<file path="config.mk">
export PLATFORM = sky130hd
export DESIGN_NAME = mfr_top
export DESIGN_NICKNAME = d
export VERILOG_FILES = /design/src/design/mfr_pkg.sv /design/src/design/mfr_top.sv
export VERILOG_INCLUDE_DIRS = /design/src /design/src/design
export SDC_FILE = /design/constraint.sdc
export NUM_CORES = 2
export LEC_CHECK = 0
export ABC_AREA = 0
export BUFFER_PORTS_ARGS = -buffer_cell sky130_fd_sc_hd__buf_2
export CORE_MARGIN = 4
export CORE_UTILIZATION = 69
export CTS_CLUSTER_SIZE = 16
export DETAILED_ROUTE_END_ITERATION = 12
export PLACE_DENSITY_LB_ADDON = 0.3
export SLEW_MARGIN = 20
export SYNTH_ARGS = -nofsm -noshare
export SYNTH_HDL_FRONTEND = slang
export SYNTH_SLANG_ARGS = --single-unit
</file>
<file path="constraint.sdc">
create_clock -name CORE_CLK -period 29.2 [get_ports CORE_CLK]
set_input_delay 5.84 -clock CORE_CLK [delete_from_list [all_inputs] [get_ports CORE_CLK]]
set_output_delay 5.84 -clock CORE_CLK [all_outputs]
set_load 0.05 [all_outputs]
</file>
<file path="src/design/mfr_defs.svh">
/*
  Constants for the motor fault and regeneration control block: register
  offsets, fixed thresholds as bus-sense codes, conversion factors and times.
  Assumes a 10-bit sense code where full scale is 5 V and a 100 MHz core clock.
*/
`ifndef MFR_DEFS_SVH
`define MFR_DEFS_SVH

// ----------------------------------------------------------------------------
// register byte offsets
// ----------------------------------------------------------------------------
`define MFR_OFS_CTRL 8'h00
`define MFR_OFS_BOOST 8'h04
`define MFR_OFS_RETRY 8'h08
`define MFR_OFS_BUS_HI 8'h0c
`define MFR_OFS_BUS_LO 8'h10
`define MFR_OFS_BRAKE 8'h14
`define MFR_OFS_ONSET 8'h18
`define MFR_OFS_VOVR 8'h1c
`define MFR_OFS_STATUS 8'h20
`define MFR_OFS_SAMPLE 8'h24

// ----------------------------------------------------------------------------
// fixed standalone levels, codes of 5 V / 1024
// ----------------------------------------------------------------------------
`define MFR_CODE_BUS_HI 10'h393
`define MFR_CODE_BUS_LO 10'h166
`define MFR_CODE_BRAKE 10'h314
`define MFR_CODE_ONSET 10'h314
`define MFR_CODE_SPAN 10'h07f
`define MFR_SPAN_RECIP 16'h0204

// ----------------------------------------------------------------------------
// boost, retry and base-frequency scaling
// ----------------------------------------------------------------------------
`define MFR_BOOST_PCT_PER_FS 16'h0028
`define MFR_BOOST_PCT_MAX 7'h28
`define MFR_BOOST_PCT_HOST_MAX 7'h64
`define MFR_PCT_TO_Q16 10'h28f
`define MFR_RETRY_Q_PER_FS 18'h000f0
`define MFR_RETRY_Q_MIN 16'h0004
`define MFR_RETRY_Q_HOST_MIN 16'h0001
`define MFR_RECIP_50HZ 13'h147b
`define MFR_RECIP_60HZ 13'h1111

// ----------------------------------------------------------------------------
// times
// ----------------------------------------------------------------------------
`define MFR_CLK_HZ 100000000
`define MFR_CLK_NS 10
`define MFR_SAMPLE_HZ_FAST 5300
`define MFR_SAMPLE_HZ_SLOW 4000
`define MFR_RETRY_TICK_MS 250
`define MFR_LOSTCLK_NS 10000
`define MFR_SETTLE_NS 1000

`endif

</file>
<file path="src/design/mfr_pkg.sv">
/*
  Types for the motor fault and regeneration control block.
  Assumes mfr_defs.svh supplies the numeric constants.
*/
package mfr_pkg;

  // --------------------------------------------------------------------------
  // controller phases
  // --------------------------------------------------------------------------
  typedef enum logic [2:0] {
    ST_STRAP,
    ST_BOOST,
    ST_RETRY,
    ST_UVWAIT,
    ST_RUN
  } mfr_state_t;

  // --------------------------------------------------------------------------
  // effective configuration
  // --------------------------------------------------------------------------
  typedef struct packed {
    logic [6:0] boost_pct;
    logic [15:0] retry_q;
    logic [9:0] bus_hi;
    logic [9:0] bus_lo;
    logic [9:0] brake_thr;
    logic [9:0] onset_thr;
  } mfr_cfg_t;

endpackage : mfr_pkg

</file>
<file path="src/design/mfr_top.sv">
/*
  Fault handling, voltage profile and regeneration control of a three-phase
  open-loop motor controller, with an APB register slave.
  Assumes bus and parameter sense codes arrive from an ADC on CORE_CLK;
  fault, reference clock and strobe pins are asynchronous.
*/
// Function
// strobe pin high after reset selects standalone, else hosted mode.
// standalone reads boost from sense input while driving boost strobe low.
// standalone boost is 8 percent per volt, 0 to 40 percent.
// hosted boost settable 0 to 100 percent at any time.
// output amplitude follows boost, base frequency and waveform frequency.
// hosted mode may override amplitude in real time.
// any fault disables PWM at once; retry timer starts after clearing.
// standalone reads retry time while driving retry strobe low.
// standalone retry is 12 seconds per volt, 1 to 60 seconds.
// hosted retry settable 0.25 second to over 4.5 hours.
// external fault high disables PWM without waiting for sampling.
// external fault low starts retry; PWM returns after timeout.
// lost reference clock disables PWM and restarts the controller.
// bus sampled at 5.3 kHz, 4.0 kHz with 15.9 kHz PWM.
// standalone bus window 1.75 to 4.47 volts, else fault.
// hosted upper and lower bus thresholds set independently.
// bus back inside window starts retry; PWM returns after timeout.
// standalone start waits for bus above undervoltage level.
// standalone brake output high from 3.85 volts bus.
// hosted brake and decel onset thresholds settable any time.
// deceleration uses the acceleration rate unless limited.
// above onset decel rate drops, zero at 0.62 volts above.
// standalone decel onset fixed at 3.85 volts.
// decel rate falls linearly across the limiting span.
// brake output low again once bus falls below threshold.
`timescale 1ns/1ps
`include "mfr_defs.svh"

module mfr_top
  import mfr_pkg::*;
#(
  parameter int unsigned SAMPLE_DIV_FAST = `MFR_CLK_HZ / `MFR_SAMPLE_HZ_FAST,
  parameter int unsigned SAMPLE_DIV_SLOW = `MFR_CLK_HZ / `MFR_SAMPLE_HZ_SLOW,
  parameter int unsigned RETRY_TICK_CYCLES = (`MFR_CLK_HZ / 1000) * `MFR_RETRY_TICK_MS,
  parameter int unsigned LOSTCLK_CYCLES = `MFR_LOSTCLK_NS / `MFR_CLK_NS,
  parameter int unsigned SETTLE_CYCLES = (`MFR_SETTLE_NS + `MFR_CLK_NS - 1) / `MFR_CLK_NS
) (
  input wire logic CORE_CLK,
  input wire logic SYS_RST,
  input wire logic PSEL,
  input wire logic PENABLE,
  input wire logic PWRITE,
  input wire logic [7:0] PADDR,
  input wire logic [31:0] PWDATA,
  output logic [31:0] PRDATA,
  output logic PREADY,
  output logic PSLVERR,
  input wire logic BOOST_SELECT_STROBE_I,
  output logic BOOST_SELECT_STROBE_O,
  output logic BOOST_SELECT_STROBE_OE,
  output logic RETRY_SELECT_STROBE_N,
  input wire logic [9:0] PARAM_SENSE,
  input wire logic [9:0] BUS_VOLTAGE_SENSE,
  input wire logic EXTERNAL_FAULT_INPUT,
  input wire logic REFERENCE_CLOCK_INPUT,
  input wire logic PWM_FREQ_15K9,
  input wire logic BASE_FREQ_60,
  input wire logic [15:0] WAVE_FREQ,
  input wire logic DECELERATING,
  input wire logic [15:0] ACCEL_RATE,
  output logic PWM_ENABLE,
  output logic BRAKE_DRIVE_OUTPUT,
  output logic [15:0] VOLT_AMPLITUDE,
  output logic [15:0] DECEL_RATE,
  output logic STANDALONE
);

  // --------------------------------------------------------------------------
  // pin synchronisers: 0 fault, 1 reference clock, 2 boost strobe
  // --------------------------------------------------------------------------
  logic [2:0] sync1_reg;
  logic [2:0] sync2_reg;
  logic [2:0] sync3_reg;
  logic [2:0] filt_reg;

  always_ff @(posedge CORE_CLK or posedge SYS_RST) begin
    if (SYS_RST) begin
      sync1_reg <= 3'h0;
      sync2_reg <= 3'h0;
      sync3_reg <= 3'h0;
      filt_reg <= 3'h0;
    end else begin
      sync1_reg <= {BOOST_SELECT_STROBE_I, REFERENCE_CLOCK_INPUT, EXTERNAL_FAULT_INPUT};
      sync2_reg <= sync1_reg;
      sync3_reg <= sync2_reg;
      filt_reg <= (sync2_reg & sync3_reg) | (filt_reg & (sync2_reg ^ sync3_reg));
    end
  end

  // --------------------------------------------------------------------------
  // lost reference clock watchdog
  // --------------------------------------------------------------------------
  logic [31:0] lost_cnt_reg;
  logic ref_prev_reg;
  logic lost_now;

  assign lost_now = (lost_cnt_reg >= LOSTCLK_CYCLES);

  always_ff @(posedge CORE_CLK or posedge SYS_RST) begin
    if (SYS_RST) begin
      lost_cnt_reg <= 32'h0;
      ref_prev_reg <= 1'b0;
    end else begin
      ref_prev_reg <= filt_reg[1];
      if (filt_reg[1] != ref_prev_reg || lost_now) begin
        lost_cnt_reg <= 32'h0;
      end else begin
        lost_cnt_reg <= lost_cnt_reg + 32'h1;
      end
    end
  end

  // --------------------------------------------------------------------------
  // bus sample divider
  // --------------------------------------------------------------------------
  logic [31:0] smp_cnt_reg;
  logic sample_tick;
  logic [31:0] smp_div;

  assign smp_div = PWM_FREQ_15K9 ? SAMPLE_DIV_SLOW : SAMPLE_DIV_FAST;
  assign sample_tick = (smp_cnt_reg >= smp_div - 32'h1);

  always_ff @(posedge CORE_CLK or posedge SYS_RST) begin
    if (SYS_RST) begin
      smp_cnt_reg <= 32'h0;
    end else if (sample_tick) begin
      smp_cnt_reg <= 32'h0;
    end else begin
      smp_cnt_reg <= smp_cnt_reg + 32'h1;
    end
  end

  // --------------------------------------------------------------------------
  // startup sequence
  // --------------------------------------------------------------------------
  mfr_state_t state_reg;
  logic [31:0] settle_cnt_reg;
  logic standalone_reg;
  logic settled;
  mfr_cfg_t cfg_reg;
  logic [9:0] bus_smp_reg;

  assign settled = (settle_cnt_reg >= SETTLE_CYCLES);

  always_ff @(posedge CORE_CLK or posedge SYS_RST) begin
    if (SYS_RST) begin
      state_reg <= ST_STRAP;
      settle_cnt_reg <= 32'h0;
      standalone_reg <= 1'b0;
    end else if (lost_now) begin
      state_reg <= ST_STRAP;
      settle_cnt_reg <= 32'h0;
    end else begin
      settle_cnt_reg <= settled ? 32'h0 : settle_cnt_reg + 32'h1;
      case (state_reg)
        ST_STRAP: begin
          if (settled) begin
            standalone_reg <= filt_reg[2];
            state_reg <= filt_reg[2] ? ST_BOOST : ST_RUN;
          end
        end
        ST_BOOST: begin
          if (settled) begin
            state_reg <= ST_RETRY;
          end
        end
        ST_RETRY: begin
          if (settled) begin
            state_reg <= ST_UVWAIT;
          end
        end
        ST_UVWAIT: begin
          if (sample_tick && BUS_VOLTAGE_SENSE > cfg_reg.bus_lo) begin
            state_reg <= ST_RUN;
          end
        end
        default: begin
          state_reg <= ST_RUN;
        end
      endcase
    end
  end

  // --------------------------------------------------------------------------
  // strobe pins, driven low while a parameter is read
  // --------------------------------------------------------------------------
  always_ff @(posedge CORE_CLK or posedge SYS_RST) begin
    if (SYS_RST) begin
      BOOST_SELECT_STROBE_O <= 1'b0;
      BOOST_SELECT_STROBE_OE <= 1'b0;
      RETRY_SELECT_STROBE_N <= 1'b1;
    end else begin
      BOOST_SELECT_STROBE_O <= 1'b0;
      BOOST_SELECT_STROBE_OE <= (state_reg == ST_BOOST) && !lost_now;
      RETRY_SELECT_STROBE_N <= !((state_reg == ST_RETRY) && !lost_now);
    end
  end

  // --------------------------------------------------------------------------
  // configuration: sampled in standalone, written over APB in hosted mode
  // --------------------------------------------------------------------------
  logic wr_en;
  logic [15:0] boost_mul;
  logic [17:0] retry_mul;
  logic [15:0] retry_sa;
  logic [15:0] retry_wr;

  assign wr_en = PSEL && PENABLE && PWRITE && !standalone_reg;
  assign boost_mul = 16'(PARAM_SENSE * `MFR_BOOST_PCT_PER_FS);
  assign retry_mul = 18'(PARAM_SENSE * `MFR_RETRY_Q_PER_FS);
  assign retry_sa = (retry_mul[17:10] < `MFR_RETRY_Q_MIN) ? `MFR_RETRY_Q_MIN : {8'h0, retry_mul[17:10]};
  assign retry_wr = (PWDATA[15:0] < `MFR_RETRY_Q_HOST_MIN) ? `MFR_RETRY_Q_HOST_MIN : PWDATA[15:0];

  always_ff @(posedge CORE_CLK or posedge SYS_RST) begin
    if (SYS_RST) begin
      cfg_reg.boost_pct <= 7'h0;
      cfg_reg.retry_q <= `MFR_RETRY_Q_MIN;
      cfg_reg.bus_hi <= `MFR_CODE_BUS_HI;
      cfg_reg.bus_lo <= `MFR_CODE_BUS_LO;
      cfg_reg.brake_thr <= `MFR_CODE_BRAKE;
      cfg_reg.onset_thr <= `MFR_CODE_ONSET;
    end else if (state_reg == ST_BOOST && settled) begin
      cfg_reg.boost_pct <= boost_mul[16-1:10] > `MFR_BOOST_PCT_MAX ? `MFR_BOOST_PCT_MAX : 7'(boost_mul[15:10]);
    end else if (state_reg == ST_RETRY && settled) begin
      cfg_reg.retry_q <= retry_sa;
    end else if (wr_en) begin
      if (PADDR == `MFR_OFS_BOOST) begin
        cfg_reg.boost_pct <= (PWDATA[6:0] > `MFR_BOOST_PCT_HOST_MAX) ? `MFR_BOOST_PCT_HOST_MAX : PWDATA[6:0];
      end else if (PADDR == `MFR_OFS_RETRY) begin
        cfg_reg.retry_q <= retry_wr;
      end else if (PADDR == `MFR_OFS_BUS_HI) begin
        cfg_reg.bus_hi <= PWDATA[9:0];
      end else if (PADDR == `MFR_OFS_BUS_LO) begin
        cfg_reg.bus_lo <= PWDATA[9:0];
      end else if (PADDR == `MFR_OFS_BRAKE) begin
        cfg_reg.brake_thr <= PWDATA[9:0];
      end else if (PADDR == `MFR_OFS_ONSET) begin
        cfg_reg.onset_thr <= PWDATA[9:0];
      end
    end
  end

  logic ovr_en_reg;
  logic [15:0] ovr_val_reg;

  always_ff @(posedge CORE_CLK or posedge SYS_RST) begin
    if (SYS_RST) begin
      ovr_en_reg <= 1'b0;
      ovr_val_reg <= 16'h0;
    end else if (wr_en && PADDR == `MFR_OFS_CTRL) begin
      ovr_en_reg <= PWDATA[0];
    end else if (wr_en && PADDR == `MFR_OFS_VOVR) begin
      ovr_val_reg <= PWDATA[15:0];
    end
  end

  // --------------------------------------------------------------------------
  // bus window and brake, evaluated per sample
  // --------------------------------------------------------------------------
  logic bus_bad_reg;

  always_ff @(posedge CORE_CLK or posedge SYS_RST) begin
    if (SYS_RST) begin
      bus_smp_reg <= 10'h0;
      bus_bad_reg <= 1'b0;
      BRAKE_DRIVE_OUTPUT <= 1'b0;
    end else if (sample_tick) begin
      bus_smp_reg <= BUS_VOLTAGE_SENSE;
      bus_bad_reg <= (BUS_VOLTAGE_SENSE > cfg_reg.bus_hi) || (BUS_VOLTAGE_SENSE < cfg_reg.bus_lo);
      BRAKE_DRIVE_OUTPUT <= (BUS_VOLTAGE_SENSE >= cfg_reg.brake_thr);
    end
  end

  // --------------------------------------------------------------------------
  // fault shutdown and retry timer
  // --------------------------------------------------------------------------
  logic fault_now;
  logic [31:0] tick_cnt_reg;
  logic [15:0] retry_cnt_reg;
  logic retry_done;

  assign fault_now = filt_reg[0] || bus_bad_reg || lost_now || (state_reg != ST_RUN);
  assign retry_done = (retry_cnt_reg >= cfg_reg.retry_q);

  always_ff @(posedge CORE_CLK or posedge SYS_RST) begin
    if (SYS_RST) begin
      PWM_ENABLE <= 1'b0;
      tick_cnt_reg <= 32'h0;
      retry_cnt_reg <= 16'h0;
    end else if (fault_now) begin
      PWM_ENABLE <= 1'b0;
      tick_cnt_reg <= 32'h0;
      retry_cnt_reg <= 16'h0;
    end else if (!PWM_ENABLE) begin
      if (retry_done) begin
        PWM_ENABLE <= 1'b1;
      end else if (tick_cnt_reg >= RETRY_TICK_CYCLES - 32'h1) begin
        tick_cnt_reg <= 32'h0;
        retry_cnt_reg <= retry_cnt_reg + 16'h1;
      end else begin
        tick_cnt_reg <= tick_cnt_reg + 32'h1;
      end
    end
  end

  // --------------------------------------------------------------------------
  // volts-per-hertz amplitude
  // --------------------------------------------------------------------------
  logic [28:0] ratio_full;
  logic [15:0] ratio_q16;
  logic [15:0] boost_q16;
  logic [31:0] slope_prod;
  logic [16:0] amp_sum;

  assign ratio_full = WAVE_FREQ * (BASE_FREQ_60 ? `MFR_RECIP_60HZ : `MFR_RECIP_50HZ);
  assign ratio_q16 = (|ratio_full[28:22]) ? 16'hffff : ratio_full[21:6];
  assign boost_q16 = 16'(cfg_reg.boost_pct * `MFR_PCT_TO_Q16);
  assign slope_prod = (16'hffff - boost_q16) * ratio_q16;
  assign amp_sum = {1'b0, boost_q16} + {1'b0, slope_prod[31:16]};

  always_ff @(posedge CORE_CLK or posedge SYS_RST) begin
    if (SYS_RST) begin
      VOLT_AMPLITUDE <= 16'h0;
    end else if (ovr_en_reg && !standalone_reg) begin
      VOLT_AMPLITUDE <= ovr_val_reg;
    end else begin
      VOLT_AMPLITUDE <= amp_sum[16] ? 16'hffff : amp_sum[15:0];
    end
  end

  // --------------------------------------------------------------------------
  // deceleration limiting
  // --------------------------------------------------------------------------
  logic [10:0] over_amt;
  logic [9:0] rem_amt;
  logic [25:0] scaled;
  logic [41:0] decel_prod;

  assign over_amt = {1'b0, bus_smp_reg} - {1'b0, cfg_reg.onset_thr};
  assign rem_amt = `MFR_CODE_SPAN - over_amt[9:0];
  assign scaled = ACCEL_RATE * rem_amt;
  assign decel_prod = scaled * `MFR_SPAN_RECIP;

  always_ff @(posedge CORE_CLK or posedge SYS_RST) begin
    if (SYS_RST) begin
      DECEL_RATE <= 16'h0;
    end else if (!DECELERATING || bus_smp_reg <= cfg_reg.onset_thr) begin
      DECEL_RATE <= ACCEL_RATE;
    end else if (over_amt >= {1'b0, `MFR_CODE_SPAN}) begin
      DECEL_RATE <= 16'h0;
    end else begin
      DECEL_RATE <= decel_prod[31:16];
    end
  end

  // --------------------------------------------------------------------------
  // APB slave, zero wait states
  // --------------------------------------------------------------------------
  logic mapped;

  always_comb begin
    mapped = 1'b1;
    if (PADDR == `MFR_OFS_CTRL || PADDR == `MFR_OFS_BOOST || PADDR == `MFR_OFS_RETRY) begin
      mapped = 1'b1;
    end else if (PADDR == `MFR_OFS_BUS_HI || PADDR == `MFR_OFS_BUS_LO || PADDR == `MFR_OFS_BRAKE) begin
      mapped = 1'b1;
    end else if (PADDR == `MFR_OFS_ONSET || PADDR == `MFR_OFS_VOVR || PADDR == `MFR_OFS_STATUS) begin
      mapped = 1'b1;
    end else if (PADDR == `MFR_OFS_SAMPLE) begin
      mapped = 1'b1;
    end else begin
      mapped = 1'b0;
    end
  end

  always_ff @(posedge CORE_CLK or posedge SYS_RST) begin
    if (SYS_RST) begin
      PRDATA <= 32'h0;
      PREADY <= 1'b0;
      PSLVERR <= 1'b0;
      STANDALONE <= 1'b0;
    end else begin
      PREADY <= 1'b1;
      STANDALONE <= standalone_reg;
      if (PSEL && !PENABLE) begin
        PSLVERR <= !mapped;
        if (PADDR == `MFR_OFS_CTRL) begin
          PRDATA <= {31'h0, ovr_en_reg};
        end else if (PADDR == `MFR_OFS_BOOST) begin
          PRDATA <= {25'h0, cfg_reg.boost_pct};
        end else if (PADDR == `MFR_OFS_RETRY) begin
          PRDATA <= {16'h0, cfg_reg.retry_q};
        end else if (PADDR == `MFR_OFS_BUS_HI) begin
          PRDATA <= {22'h0, cfg_reg.bus_hi};
        end else if (PADDR == `MFR_OFS_BUS_LO) begin
          PRDATA <= {22'h0, cfg_reg.bus_lo};
        end else if (PADDR == `MFR_OFS_BRAKE) begin
          PRDATA <= {22'h0, cfg_reg.brake_thr};
        end else if (PADDR == `MFR_OFS_ONSET) begin
          PRDATA <= {22'h0, cfg_reg.onset_thr};
        end else if (PADDR == `MFR_OFS_VOVR) begin
          PRDATA <= {16'h0, ovr_val_reg};
        end else if (PADDR == `MFR_OFS_STATUS) begin
          PRDATA <= {25'h0, state_reg == ST_RUN, BRAKE_DRIVE_OUTPUT, lost_now, bus_bad_reg,
                     filt_reg[0], PWM_ENABLE, standalone_reg};
        end else if (PADDR == `MFR_OFS_SAMPLE) begin
          PRDATA <= {22'h0, bus_smp_reg};
        end else begin
          PRDATA <= 32'h0;
        end
      end
    end
  end

  // --------------------------------------------------------------------------
  // checks
  // --------------------------------------------------------------------------
  property p_ext_fault_off;
    @(posedge CORE_CLK) disable iff (SYS_RST) filt_reg[0] |=> !PWM_ENABLE [*2];
  endproperty
  a_ext_fault_off: assert property (p_ext_fault_off) else $error("pwm on during external fault");

  property p_fault_off;
    @(posedge CORE_CLK) disable iff (SYS_RST) (bus_bad_reg || lost_now) |=> !PWM_ENABLE;
  endproperty
  a_fault_off: assert property (p_fault_off) else $error("pwm on during fault");

  property p_retry_wait;
    @(posedge CORE_CLK) disable iff (SYS_RST) $rose(PWM_ENABLE) |-> $past(retry_cnt_reg) >= $past(cfg_reg.retry_q);
  endproperty
  a_retry_wait: assert property (p_retry_wait) else $error("pwm back before retry timeout");

  property p_lost_restart;
    @(posedge CORE_CLK) disable iff (SYS_RST) lost_now |=> state_reg == ST_STRAP && !PWM_ENABLE;
  endproperty
  a_lost_restart: assert property (p_lost_restart) else $error("no restart on lost clock");

  property p_window;
    @(posedge CORE_CLK) disable iff (SYS_RST)
      sample_tick ##1 $stable(cfg_reg) |-> bus_bad_reg == (bus_smp_reg > cfg_reg.bus_hi || bus_smp_reg < cfg_reg.bus_lo);
  endproperty
  a_window: assert property (p_window) else $error("bus window flag wrong");

  property p_brake;
    @(posedge CORE_CLK) disable iff (SYS_RST)
      sample_tick ##1 $stable(cfg_reg) |-> BRAKE_DRIVE_OUTPUT == (bus_smp_reg >= cfg_reg.brake_thr);
  endproperty
  a_brake: assert property (p_brake) else $error("brake output wrong");

  property p_decel_full;
    @(posedge CORE_CLK) disable iff (SYS_RST) !DECELERATING |=> DECEL_RATE == $past(ACCEL_RATE);
  endproperty
  a_decel_full: assert property (p_decel_full) else $error("decel rate not accel rate");

  property p_decel_zero;
    @(posedge CORE_CLK) disable iff (SYS_RST)
      DECELERATING && over_amt >= {1'b0, `MFR_CODE_SPAN} && bus_smp_reg > cfg_reg.onset_thr |=> DECEL_RATE == 16'h0;
  endproperty
  a_decel_zero: assert property (p_decel_zero) else $error("decel not zero past span");

  property p_uv_hold;
    @(posedge CORE_CLK) disable iff (SYS_RST) state_reg == ST_UVWAIT |=> !PWM_ENABLE;
  endproperty
  a_uv_hold: assert property (p_uv_hold) else $error("pwm on before bus ready");

  property p_boost_strobe;
    @(posedge CORE_CLK) disable iff (SYS_RST)
      state_reg == ST_BOOST && !lost_now |=> BOOST_SELECT_STROBE_OE && !BOOST_SELECT_STROBE_O;
  endproperty
  a_boost_strobe: assert property (p_boost_strobe) else $error("boost strobe not low");

  property p_boost_limit;
    @(posedge CORE_CLK) disable iff (SYS_RST) standalone_reg && state_reg == ST_RUN |-> cfg_reg.boost_pct <= `MFR_BOOST_PCT_MAX;
  endproperty
  a_boost_limit: assert property (p_boost_limit) else $error("standalone boost over limit");

endmodule : mfr_top

</file>
==> reports/metrics.cfg <==
[setup_path]
critPathMaxStageDelay_ns = 0.72
setup.worst_path.class = in -> reg
crit_path_end_kind = flip-flop
r2r-start = cfg_reg[60]
crit_start = BASE_FREQ_60
start_kind = input port
required_ns = 29.67
cp_max_fo = 79
cp_data_arrival_time_ns = 21.55
path_common_cell = fa_1
slowest_stage = and4_4

[detailed_routing]
drtAntennaViolNets = 0
drcViolationCount = 0
routed_wl_mm = 91.5
drt_first_iter_violations = 2560
via_per_inst = 6.08
vias = 29600
wl_per_cell_um = 18.8
drtPass1Iterations = 9

[sta]
fin_skew_ns = 0.0350
maxSlewViolCount = 0
fmax_ghz = 0.0474
fin_crit_ns = 21.08
post-route-period-util = 0.722
final_hold_viol_count = 0
tns_ns = 0
max_slew_margin = 0.230
worst_slew_pin_slew_ns = 1.14
setup_viol = 0
rsz0062_at_grt = false

[clocking]
clkLatencyLatePin_ns = 0.57
cts_hold_buffers = 0
postCtsSetupBuffers = 0
clk_pin_slew_ns = 0.06
cts_tree = yes
postCtsResizedCells = 0
cts.sinks = 307
cts_htree_levels = 2
cts-root-buf = clkbuf_16
cts_buffer_depth = 3
numCtsBuffers = 34

[global_routing]
track_usage = 0.324
overflow = 0
grt_pass1_wl_mm = 152
grt_pass1_vias = 30300
grt_max_degree = 174
antenna_found_initial = 3

[layout]
seqCellArea_um2 = 7710
num-nets-final = 5163
drive_gt1_frac = 0.0829
largest_reg_flops = 63
syn_to_final_growth_pct = 6.83
fillers = 3739
multi_input_area_um2 = 26600

[synthesis]
ys_ff_latch = 307
synthFlopType = dfrtp_1
synth-edff-count = 0
async_reset_ff_frac = 1.00
syn_inst = 4037
synth_cell_types = 81
seq_area_frac_synth = 0.207
netlist_area_um2 = 37300
yosysWarnings = 0
syn_avg_cell_area_um2 = 9.24

[die]
core-area_um2 = 53100
rows = 84
fp.dieArea_um2 = 57800
io_pins = 175
die_w_um = 240
initial_core_util = 0.703
die_h_um = 240

[min_path]
min-delay-path-class = reg -> reg
min-delay-start = sync1_reg[2]

[run]
drv_cap = 0

[placement]
hpwl_mm = 70.2
place_congestion = 0.989
port_buffers = 141

[run_status]
status = completed

## metrics by stage
| stage | hold WS [ns] | worst slack, ns | instance area [µm²] | util | std cells |
|---|---|---|---|---|---|
| after global placement | 0.334 | 7.77 | 38700 | 0.729 | 4803 |
| after CTS | 0.352 | 8.01 | 39800 | 0.750 | 4862 |
| after global routing | 0.356 | 7.14 | 39800 | 0.751 | 4864 |
| final | 0.350 | 8.12 | 39800 | 0.751 | 4866 |
| after floorplan | 0.331 | 10.33 | 37600 | - | 4118 |
| after detailed placement | 0.338 | 7.61 | 38700 | 0.729 | 4803 |
## placed cells by master (no fill, tap or decap), types with 14 or more instances in the layout
master | Yosys | layout
o211ai_1 | 16 | 16
nand3_1 | 55 | 55
xor2_1 | 57 | 56
buf_2 | 4 | 141
inv_1 | 681 | 680
conb_1 | 2 | 83
dfrtp_1 | 286 | 286
buf_4 | 17 | 34
nor2_1 | 193 | 193
xnor2_1 | 99 | 99
nand4_1 | 26 | 26
a21oi_1 | 272 | 271
nor4_1 | 23 | 23
ha_1 | 497 | 497
o21bai_1 | 22 | 22
o31ai_1 | 35 | 33
a21o_1 | 80 | 80
nand2b_1 | 45 | 45
and3_1 | 26 | 26
or4_1 | 22 | 22
and2_1 | 66 | 66
o21a_1 | 35 | 35
a211oi_1 | 18 | 18
clkbuf_16 | 0 | 34
nand2_1 | 254 | 254
nor2b_1 | 61 | 61
o22a_1 | 16 | 16
mux2_2 | 58 | 58
a221oi_1 | 14 | 14
a31oi_1 | 22 | 21
fa_1 | 410 | 410
dfstp_2 | 21 | 21
nor3_1 | 41 | 40
o21ai_0 | 235 | 235
## synthesized netlist by cell type (all sizes together) (67+ instances only)
| master | n | share of area |
|---|---|---|
| clkbuf | 140 | 0.014 |
| o21ai | 237 | 0.032 |
| a21oi | 279 | 0.038 |
| xnor2 | 99 | 0.023 |
| dfrtp | 286 | 0.19 |
| inv | 681 | 0.069 |
| a21o | 80 | 0.016 |
| and2 | 67 | 0.011 |
| nand2 | 254 | 0.026 |
| nor2 | 193 | 0.019 |
| fa | 410 | 0.22 |
| ha | 497 | 0.17 |
## final timing paths
check | to | slack (ns) | cells after the start
max | VOLT_AMPLITUDE[6] | 8.12 | 55
min | sync2_reg[2] | 0.35 | 0
max reg2reg | VOLT_AMPLITUDE[6] | 16.29 | 49
min reg2reg | sync2_reg[2] | 0.35 | 0
max in group asynchronous | settle_cnt_reg[28] | 22.24 | 3
min in group asynchronous | sync3_reg[1] | 5.46 | 2
## layer usage
| metal | share of wire | track usage |
|---|---|---|
| met1 | 0.41 | 0.443 |
| met2 | 0.47 | 0.528 |
| met5 | 0.000077 | 0 |
| met3 | 0.077 | 0.0537 |
| met4 | 0.044 | 0.121 |
## area by class of cell
class / count / area share
Multi-Input combinational cell: 2943 / 0.667
Sequential cell: 307 / 0.193
Inverter: 689 / 0.0651
Timing Repair Buffer: 178 / 0.0251
Clock buffer: 43 / 0.0225
Tap cell: 688 / 0.0216
Clock inverter: 16 / 0.00531
Antenna cell: 2 / 0.000126
## worst max-delay path, delay by kind of cell
family,cells,cell delay (ns)
fa+ha+maj,13,6.03
compound gates,19,4.23
simple gates,10,2.76
buf+inv,11,2.07
xor+xnor,2,0.51
## kinds of logic (layout without fill, tap and decap cells)
kind of cell    after synthesis  count (layout)  share of synthesized area
fa+ha+maj                   907             907                      0.387
compound gates              877             877                      0.147
buf+inv                     868             926                     0.0908
simple gates                859             859                      0.114
flops                       307             307                      0.207
xor+xnor                    156             156                     0.0366
mux                          61              61                     0.0183
other cells                   2              85                   0.000201
Power is left out: the tool's default activity adds up to more than one toggle a clock period on the data nets, which glitch-free logic cannot reach.
